--- src/inc/prt_map.svh ---
// Constants of the RGMII / SGMII MAC port link
// Summary of operation
// - MAC drives four transmit data lines on its clock
// - MAC supplies continuous free-running 125 MHz transmit clock
// - PHY receive clock 2.5, 25 or 125 MHz
// - PHY drives four receive data lines on receive clock
// - Transmit control carries enable and error, both edges
// - Receive control carries valid and error, both edges
// - PHY drives continuous differential 625 MHz serial clock
// - MAC sends serial data on the input pair
// - PHY sends serial data on its clock
`ifndef PRT_MAP_SVH
`define PRT_MAP_SVH
`define PRT_CLK_KHZ 100000
`define PRT_GIG_KHZ 125000
`define PRT_FAST_KHZ 25000
`define PRT_TEN_KHZ 2500
`define PRT_SER_KHZ 625000
`define PRT_LINK_SCALE 20
`define PRT_SER_SCALE 100
`define PRT_SCK_P 0
`define PRT_SCK_N 1
`define PRT_SOUT_P 2
`define PRT_SOUT_N 3
`define PRT_SIN_P 1
`define PRT_SIN_N 0
`define PRT_LO_NIB 3:0
`define PRT_HI_NIB 7:4
`define PRT_DATA 7:0
`define PRT_W_DV 8
`define PRT_W_ER 9
`define PRT_SER_BITS 4'ha
`define PRT_LAST_BIT 4'h9
`define PRT_IDLE 1'b1
`endif

--- src/inc/prt_pkg.sv ---
// Types and divider helper shared by both ends of the MAC port link
`include "prt_map.svh"
package prt_pkg;
	typedef enum logic [1:0] {
		PRT_TEN = 2'b00,
		PRT_FAST = 2'b01,
		PRT_GIG = 2'b10
	} prt_speed_e;
	typedef enum logic {
		PRT_RGMII = 1'b0,
		PRT_SGMII = 1'b1
	} prt_mode_e;
	typedef enum logic {
		PRT_HUNT = 1'b0,
		PRT_SHIFT = 1'b1
	} prt_srx_e;
	typedef struct packed {
		logic st1;
		logic st2;
		prt_mode_e mode;
		logic [9:0] cnt;
		logic lclk;
		logic [9:0] word;
		logic [3:0] pin_n;
		logic pin_ck;
		logic pin_ctl;
		logic [9:0] ssh;
		logic [3:0] scnt;
		logic sout;
		logic ck1;
		logic ck2;
		logic ck3;
		logic [3:0] in1;
		logic [3:0] in2;
		logic ic1;
		logic ic2;
		logic [3:0] lo;
		logic dv;
		prt_srx_e srx;
		logic [3:0] rbits;
		logic [9:0] rsh;
		logic [7:0] od;
		logic ov;
		logic oe;
	} prt_end_s;
	// Half period in clk cycles; rounds down, never below one cycle
	function automatic logic [9:0] prt_half(input int scale, input int khz);
		int c;
		c = `PRT_CLK_KHZ * scale / (2 * khz);
		prt_half = (c < 1) ? 10'h001 : 10'(c);
	endfunction
endpackage

--- src/inc/prt_link_if.sv ---
// Pins between the PHY port and the MAC, shared by RGMII and SGMII
`timescale 1ns/10ps
interface prt_link_if;
	logic mac_transmit_clock;
	logic [3:0] transmit_nibble;
	logic transmit_control;
	logic receive_clock;
	logic [3:0] receive_nibble;
	logic receive_control;
	modport phy (
		input mac_transmit_clock,
		input transmit_nibble,
		input transmit_control,
		output receive_clock,
		output receive_nibble,
		output receive_control
	);
	modport mac (
		output mac_transmit_clock,
		output transmit_nibble,
		output transmit_control,
		input receive_clock,
		input receive_nibble,
		input receive_control
	);
endinterface

--- src/design/prt_phy_end.sv ---
// PHY end of the MAC port: RGMII nibbles or SGMII serial on shared pins
`timescale 1ns/10ps
`include "prt_map.svh"
module prt_phy_end #(
	parameter int LINK_SCALE = `PRT_LINK_SCALE,
	parameter int SER_SCALE = `PRT_SER_SCALE
) (
	input wire logic clk,
	input wire logic rst,
	input wire logic sgmii_select,
	input wire prt_pkg::prt_speed_e link_speed,
	prt_link_if.phy lk,
	input wire logic [7:0] to_mac_data,
	input wire logic to_mac_valid,
	input wire logic to_mac_error,
	output logic to_mac_ready,
	output logic [7:0] from_mac_data,
	output logic from_mac_valid,
	output logic from_mac_error
);
	// Link rates are scaled down so the sampled model can follow them
	localparam logic [9:0] H_GIG = prt_pkg::prt_half(LINK_SCALE, `PRT_GIG_KHZ);
	localparam logic [9:0] H_FAST = prt_pkg::prt_half(LINK_SCALE, `PRT_FAST_KHZ);
	localparam logic [9:0] H_TEN = prt_pkg::prt_half(LINK_SCALE, `PRT_TEN_KHZ);
	localparam logic [9:0] H_SER = prt_pkg::prt_half(SER_SCALE, `PRT_SER_KHZ);

	prt_pkg::prt_end_s s_reg;
	prt_pkg::prt_end_s s_next;
	logic [9:0] half;
	logic [9:0] mid;
	logic tick_mid;
	logic tick_edge;
	logic rise;
	logic fall;
	logic sbit;

	always_comb begin
		s_next = s_reg;
		to_mac_ready = 1'b0;
		half = H_SER;
		if (s_reg.mode == prt_pkg::PRT_RGMII) begin
			case (link_speed)
				prt_pkg::PRT_TEN: half = H_TEN;
				prt_pkg::PRT_FAST: half = H_FAST;
				prt_pkg::PRT_GIG: half = H_GIG;
				default: half = H_GIG;
			endcase
		end
		mid = half >> 1;
		tick_mid = (s_reg.cnt == mid);
		// Compare with >= so a speed change mid-period cannot stall the divider
		tick_edge = (s_reg.cnt >= half - 10'h001);
		rise = s_reg.ck2 & ~s_reg.ck3;
		fall = ~s_reg.ck2 & s_reg.ck3;
		sbit = s_reg.in2[`PRT_SIN_P];
		s_next.ov = 1'b0;

		// Pins from the MAC cross two flops before use
		s_next.st1 = sgmii_select;
		s_next.st2 = s_reg.st1;
		s_next.ck1 = lk.mac_transmit_clock;
		s_next.ck2 = s_reg.ck1;
		s_next.ck3 = s_reg.ck2;
		s_next.in1 = lk.transmit_nibble;
		s_next.in2 = s_reg.in1;
		s_next.ic1 = lk.transmit_control;
		s_next.ic2 = s_reg.ic1;

		// One divider serves the receive clock or the serial clock
		if (tick_edge) begin
			s_next.cnt = '0;
			s_next.lclk = ~s_reg.lclk;
		end else begin
			s_next.cnt = s_reg.cnt + 10'h001;
		end

		if (s_reg.mode == prt_pkg::PRT_RGMII) begin
			// Data moves mid half-period, so it is centred on each clock edge
			if (tick_mid && !s_reg.lclk) begin
				// A word is taken only ahead of a rising edge; nibbles never split
				s_next.word = '0;
				if (to_mac_valid) begin
					to_mac_ready = 1'b1;
					s_next.word = {to_mac_error, 1'b1, to_mac_data};
				end
				s_next.pin_n = s_next.word[`PRT_LO_NIB];
				s_next.pin_ctl = s_next.word[`PRT_W_DV];
			end else if (tick_mid) begin
				s_next.pin_n = s_reg.word[`PRT_HI_NIB];
				s_next.pin_ctl = s_reg.word[`PRT_W_DV] ^ s_reg.word[`PRT_W_ER];
			end
			s_next.pin_ck = s_next.lclk;

			// Decode the transmit control line on the MAC clock edges
			if (rise) begin
				s_next.lo = s_reg.in2;
				s_next.dv = s_reg.ic2;
			end
			if (fall && s_reg.dv) begin
				s_next.od = {s_reg.in2, s_reg.lo};
				s_next.ov = 1'b1;
				s_next.oe = s_reg.ic2 ^ s_reg.dv;
			end
		end else begin
			// Serial out: start bit, eight data bits, valid, error
			if (tick_mid) begin
				if (s_reg.scnt != 4'h0) begin
					s_next.sout = s_reg.ssh[0];
					s_next.ssh = s_reg.ssh >> 1;
					s_next.scnt = s_reg.scnt - 4'h1;
				end else if (to_mac_valid) begin
					to_mac_ready = 1'b1;
					s_next.sout = ~`PRT_IDLE;
					s_next.ssh = {to_mac_error, 1'b1, to_mac_data};
					s_next.scnt = `PRT_SER_BITS;
				end else begin
					s_next.sout = `PRT_IDLE;
				end
			end

			// Serial in is sampled on every edge of our own serial clock
			if (tick_edge) begin
				case (s_reg.srx)
					prt_pkg::PRT_HUNT: begin
						if (sbit != `PRT_IDLE) begin
							s_next.srx = prt_pkg::PRT_SHIFT;
							s_next.rbits = '0;
						end
					end
					prt_pkg::PRT_SHIFT: begin
						s_next.rsh = {sbit, s_reg.rsh[9:1]};
						s_next.rbits = s_reg.rbits + 4'h1;
						if (s_reg.rbits == `PRT_LAST_BIT) begin
							s_next.srx = prt_pkg::PRT_HUNT;
							s_next.od = s_next.rsh[`PRT_DATA];
							s_next.ov = s_next.rsh[`PRT_W_DV];
							s_next.oe = s_next.rsh[`PRT_W_ER];
						end
					end
					default: s_next.srx = prt_pkg::PRT_HUNT;
				endcase
			end

			// Shared pins carry only the serial functions in this mode
			s_next.pin_n[`PRT_SCK_P] = s_next.lclk;
			s_next.pin_n[`PRT_SCK_N] = ~s_next.lclk;
			s_next.pin_n[`PRT_SOUT_P] = s_next.sout;
			s_next.pin_n[`PRT_SOUT_N] = ~s_next.sout;
			s_next.pin_ck = 1'b0;
			s_next.pin_ctl = 1'b0;
		end

		// Mode strap is caught while reset is held and kept until next reset
		if (rst) begin
			s_next = '0;
			s_next.st1 = sgmii_select;
			s_next.st2 = s_reg.st1;
			s_next.mode = prt_pkg::prt_mode_e'(s_reg.st2);
			s_next.sout = `PRT_IDLE;
		end
	end

	always_ff @(posedge clk) begin
		s_reg <= s_next;
	end

	assign lk.receive_clock = s_reg.pin_ck;
	assign lk.receive_nibble = s_reg.pin_n;
	assign lk.receive_control = s_reg.pin_ctl;
	assign from_mac_data = s_reg.od;
	assign from_mac_valid = s_reg.ov;
	assign from_mac_error = s_reg.oe;
endmodule

--- src/flat_wrapper.sv ---
// flat-port wrapper written by rule: the top's interface ports become plain ports
module prt_phy_end_flat 
#(
	parameter int LINK_SCALE = `PRT_LINK_SCALE,
	parameter int SER_SCALE = `PRT_SER_SCALE
)
  (clk, rst, sgmii_select, link_speed, to_mac_data, to_mac_valid, to_mac_error, to_mac_ready, from_mac_data, from_mac_valid, from_mac_error, lk_mac_transmit_clock, lk_transmit_nibble, lk_transmit_control, lk_receive_clock, lk_receive_nibble, lk_receive_control);
  prt_link_if lk_i ();
  input wire logic clk;
  input wire logic rst;
  input wire logic sgmii_select;
  input wire prt_pkg::prt_speed_e link_speed;
  input wire logic [7:0] to_mac_data;
  input wire logic to_mac_valid;
  input wire logic to_mac_error;
  output logic to_mac_ready;
  output logic [7:0] from_mac_data;
  output logic from_mac_valid;
  output logic from_mac_error;
  input wire logic [$bits(lk_i.mac_transmit_clock)-1:0] lk_mac_transmit_clock;
  input wire logic [$bits(lk_i.transmit_nibble)-1:0] lk_transmit_nibble;
  input wire logic [$bits(lk_i.transmit_control)-1:0] lk_transmit_control;
  output wire logic [$bits(lk_i.receive_clock)-1:0] lk_receive_clock;
  output wire logic [$bits(lk_i.receive_nibble)-1:0] lk_receive_nibble;
  output wire logic [$bits(lk_i.receive_control)-1:0] lk_receive_control;
  assign lk_i.mac_transmit_clock = lk_mac_transmit_clock;
  assign lk_i.transmit_nibble = lk_transmit_nibble;
  assign lk_i.transmit_control = lk_transmit_control;
  assign lk_receive_clock = lk_i.receive_clock;
  assign lk_receive_nibble = lk_i.receive_nibble;
  assign lk_receive_control = lk_i.receive_control;
  prt_phy_end #(.LINK_SCALE(LINK_SCALE), .SER_SCALE(SER_SCALE)) u_core (.clk(clk), .rst(rst), .sgmii_select(sgmii_select), .link_speed(link_speed), .lk(lk_i), .to_mac_data(to_mac_data), .to_mac_valid(to_mac_valid), .to_mac_error(to_mac_error), .to_mac_ready(to_mac_ready), .from_mac_data(from_mac_data), .from_mac_valid(from_mac_valid), .from_mac_error(from_mac_error));
endmodule
--- config.mk ---
export PLATFORM = sky130hd
export DESIGN_NAME = prt_phy_end_flat
export DESIGN_NICKNAME = d
export VERILOG_FILES = /design/src/inc/prt_pkg.sv /design/src/inc/prt_link_if.sv /design/src/design/prt_phy_end.sv /design/src/flat_wrapper.sv
export VERILOG_INCLUDE_DIRS = /design/src /design/src/inc
export SDC_FILE = /design/constraint.sdc
export NUM_CORES = 1
export LEC_CHECK = 0
export ABC_AREA = 1
export BUFFER_PORTS_ARGS = -buffer_cell sky130_fd_sc_hd__buf_2
export CAP_MARGIN = 0
export CORE_ASPECT_RATIO = 1.25
export CORE_UTILIZATION = 55
export CTS_CLUSTER_SIZE = 10
export DETAILED_ROUTE_END_ITERATION = 12
export PLACE_DENSITY = 0.81
export RECOVER_POWER = 25
export SKIP_LAST_GASP = 1
export SYNTH_ARGS = -nofsm -noshare
export SYNTH_HDL_FRONTEND = slang
export SYNTH_SLANG_ARGS = --single-unit
--- constraint.sdc ---
create_clock -name clk -period 3.1 [get_ports clk]
set_input_delay 0.62 -clock clk [delete_from_list [all_inputs] [get_ports clk]]
set_output_delay 0.62 -clock clk [all_outputs]
set_load 0.01 [all_outputs]
==> summary.md, run 1 <==
| Metric | Value |
|---|---|
| Crit path DAT | roughly 2.2 ns |
| DR iter-0 viols | 264 |
| H-Tree Depth | 3 |
| Share of cells above drive strength 1 | ~13% |
| Port-buffer cells | 37 |
| Max reg flops | 67 |
| Final Hold Fails | 0 |
| Nets | approximately 600 |
| Vias per cell | approximately 5.2 |
| Most frequent cells in the layout | nand2_1 (94), nor2_1 (85), dfxtp_1 (82) |
| Worst-path maximum fanout | 8 |
| DR DRC count | 0 |
| Post-CTS Resized | 0 |
| Register bit total from synthesis | 83 |
| Lkg Pwr | between 0.0015 and 0.002 uW |
| Cell Pwr Density | roughly 480 nW/um^2 |
| First-pass GRT wire length | roughly 14 mm |
| Startpoint Class | flip-flop |
| Hold WS | 0.329 ns |
| Die X | between 70 and 80 microns |
| CTS tree | built |
| CTS Buffer Depth | 2 |
| Die H | 97.0 microns |
| Min Tclk post-route | ~2.8 ns |
| Outcome | finished clean |
| RD Place Congestion | 0.873 |
| Core area | approximately 7000 sq um |
| Grt ovf | 0 |
| Yosys Warn Count | 0 |
| Yosys cell types | 37 |
| Total Routed Length | a little over 8 mm |
| Seq/Total Area, Yosys | between 40% and 50% |
| Sink Count | 83 |
| Row Count | 34 |
| Total GRT Usage | around a quarter |
| Detail Placement HPWL | between 5 and 6 mm |
| RSZ-0062 raised after global routing | false |
| Clock Tree Root | clkbuf_8 |
| Setup TNS | 0 ns |
| Max-cap viol count | 0 |
| WL/cell | around 12 microns |
| Antenna-violating nets left | 0 |
| Pins Over Slew Limit | 0 |
| Die Area | 7560 sq um |
| Worst skew pair latency | ~0.36 ns |
| CP endpoint kind | output pin |
| Hold Buf Count CTS | 0 |
| Post CTS Setup Buffer Count | 0 |
| Syn_area_per_cell | 7.28 sq um |
| Antenna diodes | 0 |
| Critical path class | flip-flop to output pin |
| Setup Skew | 0.0148 ns |
| Fmax | between 300 and 400 MHz |
| IR drop worst, VDD | 0.000422 V |
| Syn Std Cell Area | around 4000 sq um |
| HP Class | flip-flop to flip-flop |
| Routed vias | roughly 3,500 |
| Critical path required time | about 2.5 ns |
| Initial Util | 56.9% |
| Initial antenna violation count | 0 |
| Cts bufs inserted | 9 |
| Largest net degree at the start of global routing | 42 |
| Period Utilization, post-route | about 90% |
| Final setup fails | 0 |
| Post-synthesis cell count | approximately 550 |
| Reg clk slew, reported paths | 0.08 ns |
| Ports | 38 |
| TritonRoute pass-1 iters | 4 |
| Layout area overhead | 8.36% |
| Vias in the first global route | 3,424 |
| Most common cell after layout, fill and taps aside | nand2_1 |
[power by group]
| group | switching, uW | total, uW | internal [uW] | leakage [uW] |
|---|---|---|---|---|
| Combinational | 104 | 157 | 53.0 | 0.00113 |
| Clock | 381 | 791 | 410 | 0.0000974 |
| Sequential | 13.5 | 1110 | 1090 | 0.000676 |
[layer usage]
| metal | vias to the layer above | wire, microns | track usage (%) |
|---|---|---|---|
| li1 | 1765 | - | - |
| met1 | 1620 | 3440 | 25.5 |
| met2 | 68 | 4220 | 43.5 |
| met3 | 20 | 318 | 4.81 |
| met4 | 0 | 195 | 11.1 |
| met5 | - | 0 | 0 |
[area by class of cell]
class	instances	area [sq um]
Fill cell	650	2680
Multi-Input combinational cell	364	1850
Sequential cell	83	1670
Inverter	69	259
Timing Repair Buffer	41	204
Clock buffer	11	151
Tap cell	90	113
Clock inverter	4	50.0
[critical path, stage by stage, from the launching register on]
cell	delay (ns)
edfxtp_1	0.50
nor2_8	0.17
nand2_4	0.09
nand2_1	0.08
nand2_1	0.08
nor2_4	0.13
nand3_2	0.17
nor2_2	0.19
nand2_1	0.11
o31ai_1	0.10
buf_2	0.19
[worst paths after layout]
kind         slack (ns)        startpoint  cells after the start               end
max                0.30  u_core.s_reg[85]                     10      to_mac_ready
min                0.33  u_core.s_reg[87]                      0  u_core.s_reg[86]
max reg2reg        0.45  u_core.s_reg[85]                     15  u_core.s_reg[18]
min reg2reg        0.33  u_core.s_reg[87]                      0  u_core.s_reg[86]
[kinds of logic (layout without fill, tap and decap cells)]
family,count (synthesis),in the layout,share of synthesized area (%)
other,2,3,0.189
adders and majority gates,12,12,3.78
AOI/OAI and AO/OA,97,97,13.0
and+or+nand+nor,243,243,27.6
buffers and inverters,99,125,11.3
xor gates and xnor gates,9,9,1.99
DFF,83,83,42.1
[through the flow]
stage | util, % | instance area, sq um | setup WS [ns] | cells | total power [uW]
floorplan | - | 3970 | 0.704 | 546 | 1240
global placement | 58.9 | 4110 | 0.350 | 647 | 1280
detailed placement | 58.9 | 4110 | 0.257 | 647 | 1290
CTS | 61.8 | 4310 | 0.301 | 662 | 2070
global route | 61.6 | 4300 | 0.148 | 662 | 2150
finish | 61.6 | 4300 | 0.300 | 662 | 2050
[cell usage after synthesis]
cell type	n	area [sq um]
nand3_2	3	30.0
clkbuf_1	10	37.5
nand4_2	1	12.5
ha_1	12	150
clkinv_1	3	11.3
xor2_1	9	78.8
dfxtp_1	82	1640
nor2_2	1	6.26
o21a_1	1	7.51
o31ai_1	1	7.51
nand3b_1	1	7.51
nor3_1	4	20.0
nor2_1	85	319
buf_4	12	90.1
buf_6	4	45.0
inv_2	5	18.8
nand2_1	94	353
a21oi_1	48	240
nand2_4	2	22.5
conb_1	2	7.51
a21oi_2	2	17.5
a211oi_2	1	12.5
o21bai_1	1	7.51
inv_1	61	229
o211ai_1	2	15.0
nor2_8	1	20.0
o2111ai_1	1	8.76
nand4_1	7	43.8
buf_1	2	7.51
edfxtp_1	1	30.0
nand2_2	5	31.3
o21ai_0	33	165
nand3_1	32	160
o21ai_1	7	35.0
nor2_4	4	45.0
buf_2	2	10.0
nor3b_1	3	22.5
No activity file was read; power rests on OpenSTA's default activity.
==> run 2, diff against run 1 <==
ABC_AREA = 0   (was 1)
==> run 2 against run 1 <==
Net effect:
- fmax fell by 5.5%
- core utilization is 1.4 points higher
- combinational power shrank 24%
- final area is 4.4% lower
- count of clock-buffer cells in the layout is 1 lower
- global-route usage shrank 1.4 points
- highest routed layer unchanged
- area after synthesis decreased by 6.7%
- final cell count shrank 23%
- flip-flop and latch count did not move
- setup slack got worse by 0.16 ns
==> summary.md, run 2 <==
| Metric | Value |
|---|---|
| Grt ovf | 0 (unchanged) |
| RSZ-0062 raised after global routing | false |
| Crit path DAT | 2.34 ns (+0.16 ns) |
| R2r startpoint | u_core.s_reg[85] |
| Critical path class | flip-flop to output pin |
| CTS tree | built |
| Most frequent cells in the layout | dfxtp_1 (82), nor2_1 (47), buf_2 (28) |
| Most common cell after layout, fill and taps aside | dfxtp_1 |
| Sink Count | 83 (unchanged) |
| TritonRoute pass-1 iters | 4 (unchanged) |
| Lkg Pwr | 0.00158 uW (-17%) |
| Setup TNS | 0 ns (unchanged) |
| Largest net degree at the start of global routing | 56 (+33%) |
| Filler instances | 576 (-11%) |
| Outcome | finished clean |
| Detail Placement HPWL | 5.20 mm (-11%) |
| Pins Over Slew Limit | 0 (unchanged) |
| CTS Buffer Depth | 2 (unchanged) |
| Syn Std Cell Area | 3700 sq um (-6.7%) |
| First-pass GRT wire length | 12.0 mm (-17%) |
| Share of cells above drive strength 1 | 17.7% (+5.1 points) |
| Register bit total from synthesis | 83 (unchanged) |
| Largest area contributor in the netlist | dfxtp_1 |
| Setup Skew | 0.0134 ns (-0.00138 ns) |
| Ys flop type | dfxtp_1 |
| Psw | 480 uW (-3.8%) |
| Critical hold path startpoint | u_core.s_reg[87] |
| Seq/Total Area, Yosys | 45.2% (+3.0 points) |
| Antenna-violating nets left | 0 (unchanged) |
| DR iter-0 viols | 142 (-46%) |
| Die Area | 7060 sq um (-6.6%) |
| Initial antenna violation count | 0 (unchanged) |
| Comb pwr share | 6.3% (-1.4 points) |
| Hold path depth | 0 (unchanged) |
| Clock Power Share | 36.4% (-2.1 points) |
| Clock Tree Root | clkbuf_8 |
| RD Place Congestion | 0.816 (-6.6%) |
| Reg area | 1670 sq um (unchanged) |
| Critical R2R Capture | u_core.s_reg[23] |
| Die X | 75.4 microns (-3.3%) |
| P_int | 1440 uW (-7.6%) |
| Syn_area_per_cell | 9.56 sq um (+31%) |
| Final Hold Fails | 0 (unchanged) |
| Startpoint Class | flip-flop |
| Total GRT Usage | 22.3% (-1.4 points) |
| Number of flops mapped to enable cells by yosys | 1 (unchanged) |
| Asr flop ratio synth | 0% (unchanged) |
| Vias in the first global route | 2,664 (-22%) |
| Final setup fails | 0 (unchanged) |
| Core area | 6520 sq um (-6.5%) |
| Final core utilization | 63.0% (+1.4 points) |
| Reg power frac | 57.4% (+3.6 points) |
| Worst-path maximum fanout | 5 (-3) |
| Most common cell in the netlist | dfxtp_1 |
| H-Tree Depth | 3 (unchanged) |
| Worst slew pin tran | slightly above 1 ns |
| Period Utilization, post-route | 95.6% (+5.2 points) |
| Reg clk slew, reported paths | 0.08 ns (about the same) |
| Routed vias | 2,838 (-18%) |
| Most frequent cells after synthesis | dfxtp_1 (82), nor2_1 (47), a21oi_1 (26) |
| Slew headroom | a little under a third |
| Hold Buf Count CTS | 0 (unchanged) |
| DR DRC count | 0 (unchanged) |
| Fmax | 338 MHz (-5.5%) |
| Yosys Warn Count | 0 (unchanged) |
| WL/cell | 14.1 microns (+14%) |
| R2R depth | 10 (-5) |
| Yosys cell types | 61 (+65%) |
| IR drop worst, VDD | 0.000327 V (-23%) |
| Reg-to-reg slack, setup | 0.30 ns (-0.15 ns) |
| Antenna diodes | 0 (unchanged) |
| Total Routed Length | 7.20 mm (-12%) |
| Row Count | 33 (-2.9%) |
| Hold Path End | u_core.s_reg[86] |
| Post-synthesis cell count | 387 (-29%) |
| Worst skew pair latency | 0.36 ns (about the same) |
| Multi-input gate area | 1820 sq um (-1.9%) |
| Synth top area share | 44.4% (+3.0 points) |
| Max-cap viol count | 0 (unchanged) |
| Cell Pwr Density | 466 nW/um^2 (-2.4%) |
| Cts bufs inserted | 9 (unchanged) |
| Vias per cell | 5.55 (+5.9%) |
| Ranking of synthesized cells by area | dfxtp_1 (44%), mux2i_1 (5.9%), nor2_1 (4.8%), ha_1 (4.1%), a21oi_1 (3.5%) |
| Nets | 452 (-25%) |
| Ports | 38 (unchanged) |
| Port-buffer cells | 37 (unchanged) |
| Initial Util | 56.7% (-0.14 points) |
| Die H | 93.7 microns (-3.3%) |
| HP Class | flip-flop to flip-flop |
| Sw Ratio | 25.0% (+0.74 points) |
| Max reg flops | 67 (unchanged) |
| Layout area overhead | 11.1% |
| CP endpoint kind | output pin |
| Min Tclk post-route | 2.96 ns (+0.163 ns) |
| Critical path required time | 2.48 ns (about the same) |
[run 2: cell count changes after synthesis, moves of 6 or more]
| cell | before | now |
|---|---|---|
| nand3_1 | 32 | 15 |
| a22oi_1 | 0 | 9 |
| nand2_1 | 94 | 15 |
| o21ai_0 | 33 | 2 |
| mux2i_1 | 0 | 22 |
| nand3b_1 | 1 | 10 |
| o21ai_1 | 7 | 1 |
| a211oi_1 | 0 | 10 |
| inv_1 | 61 | 13 |
| nor2_1 | 85 | 47 |
| a21oi_1 | 48 | 26 |
| nor2b_1 | 0 | 17 |
[run 2: critical path: stages, from the launching register on]
cell	delay [ns]
edfxtp_1	0.46
or3_1	0.44
buf_4	0.17
mux2i_4	0.20
nand3_1	0.19
nor2_1	0.18
a21oi_1	0.09
nor2_1	0.12
buf_2	0.15
[run 2: repair_timing]
item | in CTS | in global routing
endpoints found under the setup margin | 0 | 1
gates resized for setup | 0 | 1
buffers inserted | 0 | 0
[run 2: area by class of cell]
cell class	count	share of cell area, %
multi-input combinational	259	44.2
sequential	83	40.7
clock buffer	10	3.11
tap	87	2.65
timing repair buffer	52	6.91
clock inverter	6	1.22
inverter	14	1.28
[run 2: through the flow]
stage / total power [uW] / cell area (sq um) / instances / setup WS, ns / hold WS [ns]
6_report: 1920 / 4110 / 511 / 0.138 / 0.332
5_1_grt: 1990 / 4110 / 511 / 0.00817 / 0.351
4_1_cts: 1930 / 4120 / 511 / 0.124 / 0.336
3_5_place_dp: 1240 / 3940 / 495 / 0.132 / 0.317
3_3_place_gp: 1240 / 3940 / 495 / 0.174 / 0.312
2_1_floorplan: 1200 / 3700 / 388 / 0.248 / 0.310
[run 2: worst max-delay path by stage]
stage,start,end,cells past startpoint
finish,u_core.s_reg[85],to_mac_ready,8
global route,u_core.s_reg[85],to_mac_ready,8
CTS,u_core.s_reg[85],to_mac_ready,8
detailed placement,link_speed[1],u_core.s_reg[23],11
global placement,link_speed[1],u_core.s_reg[22],11
floorplan,link_speed[1],u_core.s_reg[12],11
[run 2: logic make-up (layout without fill, tap and decap cells)]
group	after synthesis	count (layout)	share of synthesized area, %
fa+ha+maj	12	12	4.06
buf+inv	46	82	6.22
other cells	2	3	0.203
flops	83	83	45.2
compound gates	71	71	13.6
xor+xnor	12	12	2.84
simple gates	136	136	20.1
mux	25	25	7.78
[run 2: power groups by stage]
stage	registers (uW)	logic [uW]	clock network [uW]
2_1_floorplan	1120	83.5	0
3_3_place_gp	1120	116	0
3_5_place_dp	1120	120	0
4_1_cts	1100	121	710
5_1_grt	1100	133	759
6_report	1100	120	698
[run 2: per-layer routing]
metal / global-route usage, % / share of wire [%] / vias to the layer above
met3: 3.65 / 2.7 / 13
li1: - / - / 1409
met4: 9.10 / 1.8 / 0
met5: 0 / 0 / -
met2: 39.8 / 52 / 58
met1: 25.7 / 43 / 1358
